`src/hdl/hdsc_pkg.sv`:
```
// constants shared by the hard disk sector controller
package hdsc_pkg;
	localparam logic [7:0] PORT_DRV_HEAD = 8'h20;
	localparam logic [7:0] PORT_CSD = 8'h21;
	localparam logic [7:0] PORT_TGT = 8'h22;
	localparam logic [7:0] PORT_STATUS = 8'h23;
	localparam logic [7:0] PORT_CMD = 8'h24;
	localparam logic [7:0] CMD_READ = 8'h01;
	localparam logic [7:0] CMD_WRITE = 8'h02;
	localparam logic [7:0] CMD_FORMAT = 8'h03;
	localparam logic [7:0] CMD_SEEK = 8'h04;
	localparam logic [7:0] CMD_RECALIBRATE_CMD = 8'h05;
	localparam logic [7:0] CMD_READ_DATA_ONLY = 8'h09;
	localparam logic [7:0] BYTE_ZERO = 8'h00;
	localparam logic [7:0] BYTE_AM = 8'ha1;
	localparam logic [7:0] BYTE_DATA_MARK = 8'hf8;
	localparam logic [7:0] BYTE_HDR_SYNC = 8'hfe;
	localparam logic [7:0] BYTE_FILL = 8'h4e;
	localparam logic [9:0] N_DATA_ZEROS = 10'h00c;
	localparam logic [9:0] N_TAIL_ZEROS = 10'h003;
	localparam logic [9:0] N_GAP = 10'h01d;
	localparam logic [9:0] N_FMT_ZEROS = 10'h00e;
	localparam logic [9:0] N_FMT_TAIL = 10'h00a;
	localparam logic [9:0] N_HDR_IMAGE = 10'h004;
	localparam logic [9:0] N_HDR_BYTES = 10'h003;
	localparam logic [9:0] N_CRC = 10'h002;
	localparam logic [9:0] SECT_SMALL = 10'h100;
	localparam logic [9:0] SECT_LARGE = 10'h200;
	localparam int unsigned HDR_BAD_BIT = 3;
	localparam logic [2:0] RNF_REVS = 3'h4;
	localparam logic [7:0] STEP_GAP = 8'h10;
	localparam logic [15:0] CRC_INIT = 16'hffff;
	localparam logic [15:0] CRC_POLY = 16'h1021;
	localparam logic [7:0] RESET_BYTE = 8'h00;
	localparam int unsigned FIFO_W = 8;
	localparam int unsigned FIFO_DEPTH = 4;
endpackage

```
`src/hdl/hdsc_fifo_if.sv`:
```
// byte stream between controller and its fifo
`timescale 1ns/1ps
interface hdsc_fifo_if #(parameter int unsigned W = 8);
	logic in_valid;
	logic in_ready;
	logic [W-1:0] in_data;
	logic out_valid;
	logic out_ready;
	logic [W-1:0] out_data;
	modport ctl(output in_valid, in_data, out_ready, input in_ready, out_valid, out_data);
	modport store(input in_valid, in_data, out_ready, output in_ready, out_valid, out_data);
endinterface

```
`src/hdl/hdsc_ctrl.sv`:
```
// command, seek, sector search and transfer logic of the disk controller
`timescale 1ns/1ps
// Overview of operation
// - seek interrupt only after drive reports head arrived and settled.
// - a clean header acts only on full match of cylinder, head and sector.
// - read delivers three header bytes then data; check bytes are never delivered.
// - matched sector requests dma per byte; completion interrupts, ends command.
// - record missing or flag means no data delivered; data check error means suspect data.
// - write generates marks and check bytes itself; format takes header sync from the host image.
// - write ending in any error leaves sector data unwritten.
// - access commands wait for drive ready, run, then interrupt.
// - reset and drive selection never raise the interrupt.
// - head byte bit 3 set aborts access with flagged sector status.
// - unflagged defective sector shows as check error only.
// - data field: zeros, address mark, data mark, data, check, zeros, gap.
// - separate read command omits header bytes; original read keeps them.
// - status read clears done and error flags only if done already set.
// - busy shows only controller activity for any command.
// - status byte: ready, fault, check, missing, flagged, done, busy.
// - drive/head byte: head in upper nibble, drive selects in bits 1 and 0.
module hdsc_ctrl import hdsc_pkg::*; (
	input wire logic clk_sys_i,
	input wire logic resetn_i,
	input wire logic [7:0] io_addr_i,
	input wire logic io_wr_i,
	input wire logic io_rd_i,
	input wire logic [7:0] io_wdata_i,
	output logic [7:0] io_rdata_o,
	output logic dma_req_o,
	output logic irq_o,
	output logic [3:0] head_select_o,
	output logic drive_select_two_o,
	output logic drive_select_one_o,
	input wire logic drive_ready_i,
	input wire logic write_fault_i,
	input wire logic sector_512_i,
	input wire logic index_i,
	input wire logic track0_i,
	input wire logic seek_done_i,
	output logic step_o,
	output logic step_dir_in_o,
	input wire logic rd_valid_i,
	input wire logic rd_mark_i,
	input wire logic [7:0] rd_byte_i,
	output logic wr_gate_o,
	output logic wr_valid_o,
	output logic [7:0] wr_byte_o,
	input wire logic wr_take_i
);
	typedef enum logic [3:0] {S_IDLE, S_WAITRDY, S_STEP, S_SETTLE, S_HUNT, S_HDR, S_HCHK,
		S_HPUSH, S_DMARK, S_RDATA, S_DCHK, S_DRAIN, S_WRITE, S_DONE} hdsc_state_t;
	typedef enum logic [2:0] {SG_ZERO, SG_AM, SG_DM, SG_BODY, SG_CRC, SG_TAIL,
		SG_GAP} hdsc_seg_t;

	hdsc_state_t state, next_state;
	hdsc_seg_t seg, seg_next;
	logic [7:0] drive_head_select, cs_lo, cs_hi, tgt_lo, tgt_hi;
	logic cs_ptr, tgt_ptr;
	logic [7:0] op_code, hdr_cyl, hdr_head, hdr_sec;
	logic size512, recalibrate_cmd;
	logic [9:0] cnt, wcnt, dma_left;
	logic [10:0] steps_left;
	logic [7:0] step_tmr;
	logic [2:0] rev_cnt;
	logic task_done_flag, record_missing_flag, flagged_sector_status, crc_flag;
	logic w_end, crc_lag;
	logic [15:0] crc;
	logic [7:0] seg_byte;
	logic [9:0] seg_len;
	hdsc_fifo_if #(.W(FIFO_W)) fq ();

	// port decode
	wire wr_dh = io_wr_i && io_addr_i == PORT_DRV_HEAD;
	wire wr_csd = io_wr_i && io_addr_i == PORT_CSD;
	wire wr_tgt = io_wr_i && io_addr_i == PORT_TGT;
	wire wr_cmd = io_wr_i && io_addr_i == PORT_CMD;
	wire rd_stat = io_rd_i && io_addr_i == PORT_STATUS;
	wire rd_csd = io_rd_i && io_addr_i == PORT_CSD;
	wire idle = state == S_IDLE;

	wire cmd_known = io_wdata_i == CMD_READ || io_wdata_i == CMD_READ_DATA_ONLY ||
		io_wdata_i == CMD_WRITE || io_wdata_i == CMD_FORMAT ||
		io_wdata_i == CMD_SEEK || io_wdata_i == CMD_RECALIBRATE_CMD;
	wire cmd_go = wr_cmd && idle && cmd_known;
	wire cmd_move = io_wdata_i == CMD_SEEK || io_wdata_i == CMD_RECALIBRATE_CMD;
	wire op_fmt = op_code == CMD_FORMAT;
	wire op_wr = op_code == CMD_WRITE;
	wire op_out = op_wr || op_fmt;
	// header bytes only for the original read
	wire with_hdr = op_code == CMD_READ;
	wire op_rd = with_hdr || op_code == CMD_READ_DATA_ONLY;
	wire [9:0] sect_len = size512 ? SECT_LARGE : SECT_SMALL;
	wire [10:0] old_cyl = {cs_hi[2:0], cs_lo};
	wire [10:0] new_cyl = {tgt_hi[2:0], tgt_lo};

	wire hdr_match = hdr_cyl == tgt_lo && hdr_head[2:0] == tgt_hi[2:0] &&
		hdr_head[7:4] == drive_head_select[7:4] && hdr_sec == cs_lo;
	wire hdr_bad = hdr_head[HDR_BAD_BIT];
	wire crc_ok = crc == '0;
	wire hunting = state == S_HUNT || state == S_HDR || state == S_DMARK;
	wire hunt_to = hunting && index_i && rev_cnt == RNF_REVS - 3'h1;
	wire mark_in = rd_valid_i && rd_mark_i;
	wire step_end = recalibrate_cmd ? track0_i : steps_left == '0;
	wire step_fire = state == S_STEP && !step_end && step_tmr == '0;
	wire rd_push = (state == S_HPUSH) || (state == S_RDATA && rd_valid_i && cnt < sect_len);
	// dma only in write state, after match or after ready for format; earlier bytes would clobber the sector byte
	wire host_push = wr_csd && op_out && dma_left != '0 && state == S_WRITE;
	wire rd_pop = rd_csd && op_rd && fq.out_valid;
	wire byte_avail = seg == SG_BODY ? fq.out_valid : !(seg == SG_CRC && wcnt == '0 && crc_lag);
	wire wl = state == S_WRITE && !w_end && (!wr_valid_o || wr_take_i) && byte_avail;
	wire w_clr = wl && (seg == SG_DM || (op_fmt && seg == SG_BODY && wcnt == '0));
	wire w_en = wl && (seg == SG_DM || seg == SG_BODY);
	wire r_clr = mark_in && (state == S_DMARK || (state == S_HUNT && rd_byte_i == BYTE_HDR_SYNC));
	wire r_en = rd_valid_i && (r_clr || state == S_HDR || state == S_RDATA);

	// record missing set before any data is pushed
	wire set_rnf = hunt_to || (state == S_DMARK && mark_in && rd_byte_i != BYTE_DATA_MARK);
	// defects surface as check errors; fifo overrun also marks data suspect
	wire set_crc = ((state == S_HCHK || state == S_DCHK) && !crc_ok) ||
		(rd_push && !fq.in_ready);
	wire set_bad = state == S_HCHK && crc_ok && hdr_match && hdr_bad;
	wire set_tc = state == S_DONE;
	// clear only when done was set at the read
	wire clr_st = rd_stat && task_done_flag;
	// status layout; busy from controller state only
	wire [7:0] status_byte = {drive_ready_i, write_fault_i, 1'b0, crc_flag, record_missing_flag,
		flagged_sector_status, task_done_flag, !idle};

	assign fq.in_valid = rd_push || host_push;
	assign fq.in_data = state == S_HPUSH ? (cnt == 10'h000 ? hdr_cyl :
		cnt == 10'h001 ? hdr_head : hdr_sec) : (op_out ? io_wdata_i : rd_byte_i);
	assign fq.out_ready = rd_pop || (wl && seg == SG_BODY);
	assign head_select_o = drive_head_select[7:4];
	assign drive_select_two_o = drive_head_select[1];
	assign drive_select_one_o = drive_head_select[0];
	// interrupt follows the done flag only
	assign irq_o = task_done_flag;

	hdsc_fifo #(.W(FIFO_W), .DEPTH(FIFO_DEPTH)) i_hdsc_fifo (
		.clk_sys_i(clk_sys_i),
		.resetn_i(resetn_i),
		.flush_i(cmd_go),
		.f(fq)
	);

	hdsc_crc16 i_hdsc_crc16 (
		.clk_sys_i(clk_sys_i),
		.resetn_i(resetn_i),
		.clear_i(op_out ? w_clr : r_clr),
		.en_i(op_out ? w_en : r_en),
		.byte_i(op_out ? seg_byte : rd_byte_i),
		.crc_o(crc)
	);

	always_comb begin
		next_state = state;
		case (state)
			S_IDLE: if (cmd_go) begin
				// moves start without waiting for ready
				next_state = cmd_move ? S_STEP : S_WAITRDY;
			end
			S_WAITRDY: if (drive_ready_i) begin
				next_state = op_fmt ? S_WRITE : S_HUNT;
			end
			S_STEP: if (step_end) begin
				next_state = S_SETTLE;
			end
			S_SETTLE: if (seek_done_i) begin
				next_state = S_DONE;
			end
			S_HUNT: if (hunt_to) begin
				next_state = S_DONE;
			end else if (r_clr) begin
				next_state = S_HDR;
			end
			S_HDR: if (hunt_to) begin
				next_state = S_DONE;
			end else if (rd_valid_i && cnt == N_HDR_BYTES + N_CRC - 10'h001) begin
				next_state = S_HCHK;
			end
			S_HCHK: if (!crc_ok || (hdr_match && hdr_bad)) begin
				next_state = S_DONE;
			end else if (!hdr_match) begin
				next_state = S_HUNT;
			end else if (op_out) begin
				next_state = S_WRITE;
			end else begin
				next_state = with_hdr ? S_HPUSH : S_DMARK;
			end
			S_HPUSH: if (cnt == N_HDR_BYTES - 10'h001) begin
				next_state = S_DMARK;
			end
			S_DMARK: if (hunt_to || set_rnf) begin
				next_state = S_DONE;
			end else if (mark_in) begin
				next_state = S_RDATA;
			end
			S_RDATA: if (rd_valid_i && cnt == sect_len + N_CRC - 10'h001) begin
				next_state = S_DCHK;
			end
			S_DCHK: next_state = S_DRAIN;
			// complete once dma has drained every byte
			S_DRAIN: if (!fq.out_valid) begin
				next_state = S_DONE;
			end
			S_WRITE: if (w_end && !wr_valid_o) begin
				next_state = S_DONE;
			end
			S_DONE: next_state = S_IDLE;
			default: next_state = S_IDLE;
		endcase
	end

	always_ff @(posedge clk_sys_i) begin
		if (!resetn_i) begin
			state <= S_IDLE;
			cnt <= '0;
		end else begin
			state <= next_state;
			cnt <= (next_state != state) ? '0 : cnt + 10'(((state == S_HDR ||
				state == S_RDATA) && rd_valid_i) || state == S_HPUSH);
		end
	end

	// host ports; byte pointers advance only between commands
	always_ff @(posedge clk_sys_i) begin
		if (!resetn_i) begin
			drive_head_select <= RESET_BYTE;
			{cs_lo, cs_hi, tgt_lo, tgt_hi} <= '0;
			cs_ptr <= 1'b0;
			tgt_ptr <= 1'b0;
		end else begin
			if (wr_dh) drive_head_select <= io_wdata_i;
			// data bytes land in the sector byte too
			if (wr_csd && !cs_ptr) cs_lo <= io_wdata_i;
			if (wr_csd && cs_ptr) cs_hi <= io_wdata_i;
			if (wr_tgt && !tgt_ptr) tgt_lo <= io_wdata_i;
			if (wr_tgt && tgt_ptr) tgt_hi <= io_wdata_i;
			cs_ptr <= wr_cmd ? 1'b0 : cs_ptr ^ (wr_csd && idle);
			tgt_ptr <= wr_cmd ? 1'b0 : tgt_ptr ^ (wr_tgt && idle);
		end
	end

	always_ff @(posedge clk_sys_i) begin
		if (!resetn_i) begin
			op_code <= '0;
			size512 <= 1'b0;
			recalibrate_cmd <= 1'b0;
			dma_left <= '0;
		end else if (cmd_go) begin
			op_code <= io_wdata_i;
			size512 <= sector_512_i;
			recalibrate_cmd <= io_wdata_i == CMD_RECALIBRATE_CMD;
			dma_left <= io_wdata_i == CMD_FORMAT ? N_HDR_IMAGE :
				io_wdata_i == CMD_WRITE ? (sector_512_i ? SECT_LARGE : SECT_SMALL) : '0;
		end else if (host_push && fq.in_ready) begin
			dma_left <= dma_left - 10'h001;
		end
	end

	// seek stepping and revolution count
	always_ff @(posedge clk_sys_i) begin
		if (!resetn_i) begin
			steps_left <= '0;
			step_dir_in_o <= 1'b0;
			step_tmr <= '0;
			step_o <= 1'b0;
			rev_cnt <= '0;
		end else begin
			if (cmd_go) begin
				steps_left <= new_cyl > old_cyl ? new_cyl - old_cyl : old_cyl - new_cyl;
				step_dir_in_o <= io_wdata_i == CMD_SEEK && new_cyl > old_cyl;
			end else if (step_fire) begin
				steps_left <= steps_left - 11'h001;
			end
			step_tmr <= (state != S_STEP || step_tmr == STEP_GAP - 8'h01) ? '0 : step_tmr + 8'h01;
			step_o <= step_fire;
			rev_cnt <= state == S_WAITRDY ? '0 : rev_cnt + 3'(hunting && index_i);
		end
	end

	always_ff @(posedge clk_sys_i) begin
		if (!resetn_i) begin
			{hdr_cyl, hdr_head, hdr_sec} <= '0;
		end else if (state == S_HDR && rd_valid_i) begin
			if (cnt == 10'h000) hdr_cyl <= rd_byte_i;
			if (cnt == 10'h001) hdr_head <= rd_byte_i;
			if (cnt == 10'h002) hdr_sec <= rd_byte_i;
		end
	end

	// status flags; a set in the clearing cycle wins
	always_ff @(posedge clk_sys_i) begin
		if (!resetn_i) begin
			task_done_flag <= 1'b0;
			record_missing_flag <= 1'b0;
			flagged_sector_status <= 1'b0;
			crc_flag <= 1'b0;
		end else begin
			// done flag raised at end of every command
			task_done_flag <= (task_done_flag && !clr_st) || set_tc;
			record_missing_flag <= (record_missing_flag && !clr_st) || set_rnf;
			// flagged sector aborts with its own status
			flagged_sector_status <= (flagged_sector_status && !clr_st) || set_bad;
			crc_flag <= (crc_flag && !clr_st) || set_crc;
		end
	end

	// dma paced by fifo level; drops the cycle after each transfer
	always_ff @(posedge clk_sys_i) begin
		if (!resetn_i) begin
			dma_req_o <= 1'b0;
			io_rdata_o <= RESET_BYTE;
		end else begin
			dma_req_o <= op_rd ? (fq.out_valid && !rd_pop && !idle) :
				(op_out && state == S_WRITE && dma_left != '0 && fq.in_ready && !host_push);
			io_rdata_o <= rd_stat ? status_byte : (rd_pop ? fq.out_data : RESET_BYTE);
		end
	end

	// field layout; marks and check bytes made here
	always_comb begin
		case (seg)
			SG_ZERO: seg_len = op_fmt ? N_FMT_ZEROS : N_DATA_ZEROS;
			SG_BODY: seg_len = op_fmt ? N_HDR_IMAGE : sect_len;
			SG_CRC: seg_len = N_CRC;
			SG_TAIL: seg_len = op_fmt ? N_FMT_TAIL : N_TAIL_ZEROS;
			SG_GAP: seg_len = op_fmt ? sect_len : N_GAP;
			default: seg_len = 10'h001;
		endcase
		case (seg)
			SG_AM: seg_byte = BYTE_AM;
			SG_DM: seg_byte = BYTE_DATA_MARK;
			// format body is the host image, sync byte included
			SG_BODY: seg_byte = fq.out_data;
			SG_CRC: seg_byte = wcnt == '0 ? crc[15:8] : crc[7:0];
			SG_GAP: seg_byte = BYTE_FILL;
			default: seg_byte = BYTE_ZERO;
		endcase
		case (seg)
			SG_ZERO: seg_next = SG_AM;
			SG_AM: seg_next = op_fmt ? SG_BODY : SG_DM;
			SG_DM: seg_next = SG_BODY;
			SG_BODY: seg_next = SG_CRC;
			SG_CRC: seg_next = SG_TAIL;
			default: seg_next = SG_GAP;
		endcase
	end

	// writer runs after a clean matching header, or straight after drive ready for format
	always_ff @(posedge clk_sys_i) begin
		if (!resetn_i || state != S_WRITE) begin
			seg <= SG_ZERO;
			wcnt <= '0;
			w_end <= 1'b0;
			wr_valid_o <= 1'b0;
			wr_byte_o <= RESET_BYTE;
		end else if (wl) begin
			wr_byte_o <= seg_byte;
			wr_valid_o <= 1'b1;
			wcnt <= wcnt == seg_len - 10'h001 ? '0 : wcnt + 10'h001;
			if (wcnt == seg_len - 10'h001 && seg == SG_GAP) w_end <= 1'b1;
			if (wcnt == seg_len - 10'h001 && seg != SG_GAP) seg <= seg_next;
		end else if (wr_take_i) begin
			wr_valid_o <= 1'b0;
		end
	end

	// check value needs a cycle to settle before its first byte
	always_ff @(posedge clk_sys_i) begin
		if (!resetn_i) begin
			crc_lag <= 1'b0;
			wr_gate_o <= 1'b0;
		end else begin
			crc_lag <= w_en;
			wr_gate_o <= next_state == S_WRITE;
		end
	end
endmodule

```
`src/hdl/hdsc_fifo.sv`:
```
// small synchronous fifo with valid/ready on both sides
`timescale 1ns/1ps
module hdsc_fifo #(
	parameter int unsigned W = 8,
	parameter int unsigned DEPTH = 4
) (
	input wire logic clk_sys_i,
	input wire logic resetn_i,
	input wire logic flush_i,
	hdsc_fifo_if.store f
);
	localparam int unsigned AW = $clog2(DEPTH);
	logic [W-1:0] mem [DEPTH];
	logic [AW-1:0] wp;
	logic [AW-1:0] rp;
	logic [AW:0] cnt;
	wire push = f.in_valid && f.in_ready;
	wire pop = f.out_valid && f.out_ready;
	assign f.in_ready = cnt != (AW+1)'(DEPTH);
	assign f.out_valid = cnt != '0;
	assign f.out_data = mem[rp];

	always_ff @(posedge clk_sys_i) begin
		if (push) begin
			mem[wp] <= f.in_data;
		end
	end

	always_ff @(posedge clk_sys_i) begin
		if (!resetn_i || flush_i) begin
			wp <= '0;
			rp <= '0;
			cnt <= '0;
		end else begin
			wp <= push ? ((wp == AW'(DEPTH-1)) ? '0 : wp + 1'b1) : wp;
			rp <= pop ? ((rp == AW'(DEPTH-1)) ? '0 : rp + 1'b1) : rp;
			cnt <= cnt + (AW+1)'(push) - (AW+1)'(pop);
		end
	end
endmodule

```
`src/hdl/hdsc_crc16.sv`:
```
// byte-wide check code accumulator, msb first
`timescale 1ns/1ps
module hdsc_crc16 import hdsc_pkg::*; (
	input wire logic clk_sys_i,
	input wire logic resetn_i,
	input wire logic clear_i,
	input wire logic en_i,
	input wire logic [7:0] byte_i,
	output logic [15:0] crc_o
);
	logic [15:0] next_crc;
	always_comb begin
		next_crc = clear_i ? CRC_INIT : crc_o;
		for (int i = 7; i >= 0; i--) begin
			next_crc = (next_crc[15] ^ byte_i[i]) ? {next_crc[14:0], 1'b0} ^ CRC_POLY
				: {next_crc[14:0], 1'b0};
		end
	end

	always_ff @(posedge clk_sys_i) begin
		if (!resetn_i) begin
			crc_o <= CRC_INIT;
		end else if (en_i) begin
			crc_o <= next_crc;
		end else if (clear_i) begin
			crc_o <= CRC_INIT;
		end
	end
endmodule

```
`config.mk`:
```
export PLATFORM = sky130hd
export DESIGN_NAME = hdsc_ctrl
export DESIGN_NICKNAME = d
export VERILOG_FILES = /design/src/hdl/hdsc_pkg.sv /design/src/hdl/hdsc_fifo_if.sv /design/src/hdl/hdsc_ctrl.sv /design/src/hdl/hdsc_fifo.sv /design/src/hdl/hdsc_crc16.sv
export SDC_FILE = /design/constraint.sdc
export NUM_CORES = 1
export LEC_CHECK = 0
export ABC_AREA = 1
export BUFFER_PORTS_ARGS = -buffer_cell sky130_fd_sc_hd__buf_2
export CORE_AREA = 2 2 176 126
export CTS_BUF_LIST = sky130_fd_sc_hd__clkbuf_16
export DETAILED_ROUTE_END_ITERATION = 12
export DIE_AREA = 0 0 178 128
export PLACE_DENSITY = 0.9
export SETUP_SLACK_MARGIN = 0.15
export SYNTH_ARGS = -nofsm -noshare
export SYNTH_HDL_FRONTEND = slang
export SYNTH_HIERARCHICAL = 1
export SYNTH_SLANG_ARGS = --single-unit
```
`constraint.sdc`:
```
create_clock -name clk_sys_i -period 3.1 [get_ports clk_sys_i]
set_input_delay 0.31 -clock clk_sys_i [delete_from_list [all_inputs] [get_ports clk_sys_i]]
set_output_delay 0.31 -clock clk_sys_i [all_outputs]
set_load 0.02 [all_outputs]
```
==> impl_results.md <==
* Status: finished clean
* TritonCTS clock tree: yes
* First-pass GRT wire length at just under 60 mm
* Starting Density at between 50% and 60%
* Die span in x at around 180 µm
* DRC Markers at 0
* Die area at roughly 0.023 mm²
* Max Cap Viol at 0
* CP max-delay cell: dfxtp_1
* Vias in the first global route at between 10000 and 15000
* Pins Over Slew Limit at 0
* Io pins at 65
* Worst-path clk slew at ~0.070 ns
* # port buffers at 64
* Ranking of synthesized cells by area: dfxtp_1, nand2_1, edfxtp_1
* Synthesized net count at 1868
* Final WL at about 37 mm
* Syn Area/Cell at between 7 and 8 µm²
* Fillcell total at 1759
* Final Hold Vio Count at 0
* Worst Setup End Kind: register
* Hold Path Class: in -> reg
* Kind of critical path: reg -> reg
* Routability cong. at a little over 1
* Die height at ~130 µm
* Ys Warns at 6
* Fin nets at between 1500 and 2000
* CP Cell Sequence: inv_2 -> nand2_2 -> nor2_4 -> nand2_4 -> o21ai_2 -> nand2_1 -> inv_1 -> ha_2 -> inv_2 -> nor2_2 -> nand2_1 -> inv_2 -> ha_4 -> xnor2_1 -> nor2_1 -> nand3_1 -> nor2_1 -> nand4_1 -> nor2_2 -> nand3_4 -> nand2_4 -> o22ai_2
* DR iter-0 viols at ~1800
* Worst R2R Setup Slack at roughly 0.28 ns
* Worst clock skew at around 0.014 ns
* Crit Reg-Reg Endpoint: seg[0]$_SDFFE_PP0P_
* Worst EP arrival at 3.21 ns
* CP Data Required Time at ~3.5 ns
* Final setup violation count at 0
* Placed inst area at roughly 0.013 mm²
* Synthesized instance count at about 1800
* Most frequent cells in the layout: nand2_1, inv_1, nor2_1
* Clock Path Buffers at 3
* Initial antenna violation count at 0
* Worst VDD drop at just under 0.4 mV
* Top cell by count, worst path: inv_2
* Post-route ant nets at 0
* Grt ovf at 0
* Largest net degree at the start of global routing at 52
* Via density per instance at between 5 and 6
* Post-Synthesis Cell Area at ~0.013 mm²
* DP HPWL at 27.9 mm
* Crit path max fanout at 5
* Worst Setup SP: op_code[6]$_SDFFE_PN0N_
* Actual slew at the worst max-slew pin at about 1 ns
* Clk Latency, worst-skew pair at about 0.52 ns
* Fmax at roughly 350 MHz
* WL/cell at between 15 and 20 µm
* CORE AREA at between 0.02 and 0.025 mm²
* ANT cells at 0
* Crit-path max cell delay at 0.31 ns
* TritonCTS sink count at just over 200
* H-tree level count at 1
* Top-area cell type share of the netlist area at 27.9%
* Reg2Reg Depth at 22
* Worst Setup EP: seg[0]$_SDFFE_PP0P_
* Yosys top cell by area: dfxtp_1
* Slew headroom at around 33%
* CTS root buffer: clkbuf_16
* PD cells at about 390 mW/mm²
* Tot GR Track Use at 32.1%
* Via count at ~13000
* Leak pwr at around 0.0063 µW
* Drt first pass iters at 6
* FP Rows at 45
* R2r startpoint: op_code[6]$_SDFFE_PN0N_
* Netlist cell types at 59
* Total CTS buffers at 22
* CTS hold repair buffers at 0
* Area delta synth->final at 13.3%
* Commonest non-fill, non-tap cell in the layout: nand2_1
* RSZ-0062 raised after global routing: false
* Minimum clock period at approximately 2.8 ns
* Number of synthesized register bits at 207
* Final Cell Area at ~0.014 mm²
* Fin crit share at 91.0%
* Share of layout cells above drive strength 1 at between 15 and 20%
* Setup tns final at 0 ns
* Post-synthesis sequential area ratio at between 30 and 40%
* Startpoint Class: register
[area by class of cell]
type	instances	area (µm²)	share of cell area, %
flip-flops and latches	207	4480	31.5
well taps	282	353	2.48
repair buffers	108	654	4.61
multi-input cells	1265	6980	49.1
inverters	273	1040	7.34
clock buffers	23	576	4.05
clock inverters	14	119	0.837
[worst min path at each step]
stage,start,end,slack (ns),cells after the start
after global routing,rd_byte_i[7],hdr_head[7]$_SDFFE_PN0P_,0.11,3
final,write_fault_i,io_rdata_o[6]$_SDFF_PN0_,0.08,3
after CTS,write_fault_i,io_rdata_o[6]$_SDFF_PN0_,0.09,3
after global placement,step_tmr[0]$_SDFF_PP0_,step_tmr[0]$_SDFF_PP0_,0.43,1
after floorplan,resetn_i,i_hdsc_crc16/crc_o[3]$_SDFF_PN1_,0.41,1
after detailed placement,drive_head_select[0]$_SDFFE_PN0P_,drive_head_select[0]$_SDFFE_PN0P_,0.44,2
[metal layers]
metal | wire (µm) | global-route usage (%) | up-vias | part of all wire, %
met5 | 0 | 0 | - | 0
met4 | 1220 | 9.88 | 0 | 3.3
met3 | 4530 | 8.16 | 104 | 12
met2 | 15700 | 47.3 | 728 | 42
met1 | 15700 | 46.0 | 5836 | 42
li1 | - | - | 6034 | -
[synthesized netlist by cell type (all sizes together)]
| cell type | n |
|---|---|
| a32oi | 1 |
| ha | 42 |
| xnor2 | 14 |
| o311ai | 1 |
| o32ai | 1 |
| and2 | 2 |
| xor2 | 38 |
| o211ai | 23 |
| clkbuf | 25 |
| fa | 3 |
| o22ai | 14 |
| a31oi | 6 |
| o2111ai | 1 |
| inv | 269 |
| a21oi | 131 |
| nor2 | 251 |
| nor4 | 7 |
| dfxtp | 175 |
| a21boi | 1 |
| buf | 17 |
| a22oi | 1 |
| o21ai | 124 |
| clkinv | 4 |
| nand4 | 28 |
| nor3 | 28 |
| nand3b | 5 |
| nand3 | 114 |
| o21bai | 6 |
| or2 | 5 |
| o31ai | 1 |
| edfxtp | 32 |
| nor3b | 5 |
| nand2 | 373 |
| o41ai | 1 |
| a22o | 1 |
| a211oi | 33 |
| a21o | 3 |
[worst max-delay path: cells and delay by family (launching register included)]
| family | cells | cell delay (ns) |
|---|---|---|
| AOI/OAI and AO/OA | 2 | 0.15 |
| adders and majority gates | 2 | 0.36 |
| buffers and inverters | 4 | 0.25 |
| DFF | 1 | 0.31 |
| xor gates and xnor gates | 1 | 0.11 |
| and+or+nand+nor | 13 | 1.53 |
[flip-flops by register name (all words and copies together), names as in the netlist, 4 cells and up, named ones only]
| register | count |
|---|---|
| hdr_sec | 8 |
| tgt_lo | 8 |
| steps_left | 11 |
| drive_head_select | 6 |
| i_hdsc_crc16/crc_o | 16 |
| cnt | 10 |
| dma_left | 10 |
| cs_lo | 8 |
| step_tmr | 8 |
| io_rdata_o | 8 |
| state | 4 |
| op_code | 8 |
| wcnt | 10 |
| wr_byte_o | 8 |
| hdr_head | 8 |
| i_hdsc_fifo/mem | 32 |
| hdr_cyl | 8 |
[stage by stage]
stage               total power, µW  utilization (%)  setup slack (ns)  hold slack (ns)  instances
finish                         5560             66.9             0.278           0.0797       2172
floorplan                      2910                -             0.407            0.409       1786
detailed placement             2990             62.4            0.0493            0.442       2124
global route                   5700             66.9            0.0909            0.107       2172
global placement               2990             62.4             0.229            0.431       2124
CTS                            5560             65.9             0.134           0.0888       2165
[power breakdown]
part	switching [µW]	internal, µW
registers	0.891	2720
clock network	1110	1500
logic	158	59.2
total	1270	4290
[cell families after synthesis]
kind of cell / Yosys count / share of synthesized area [%]
simple gates: 818 / 30.2
compound gates: 349 / 15.9
buf+inv: 315 / 10.0
flops: 207 / 35.6
xor+xnor: 52 / 3.63
fa+ha+maj: 45 / 4.67
[what timing repair did]
item,CTS,global route
gates cloned,1,0
setup buffers,3,7
hold endpoints to repair,0,0
pin swaps,2,17
gates resized for setup,8,59
setup endpoints to repair,12,31
No activity file was read; power rests on OpenSTA's default activity.
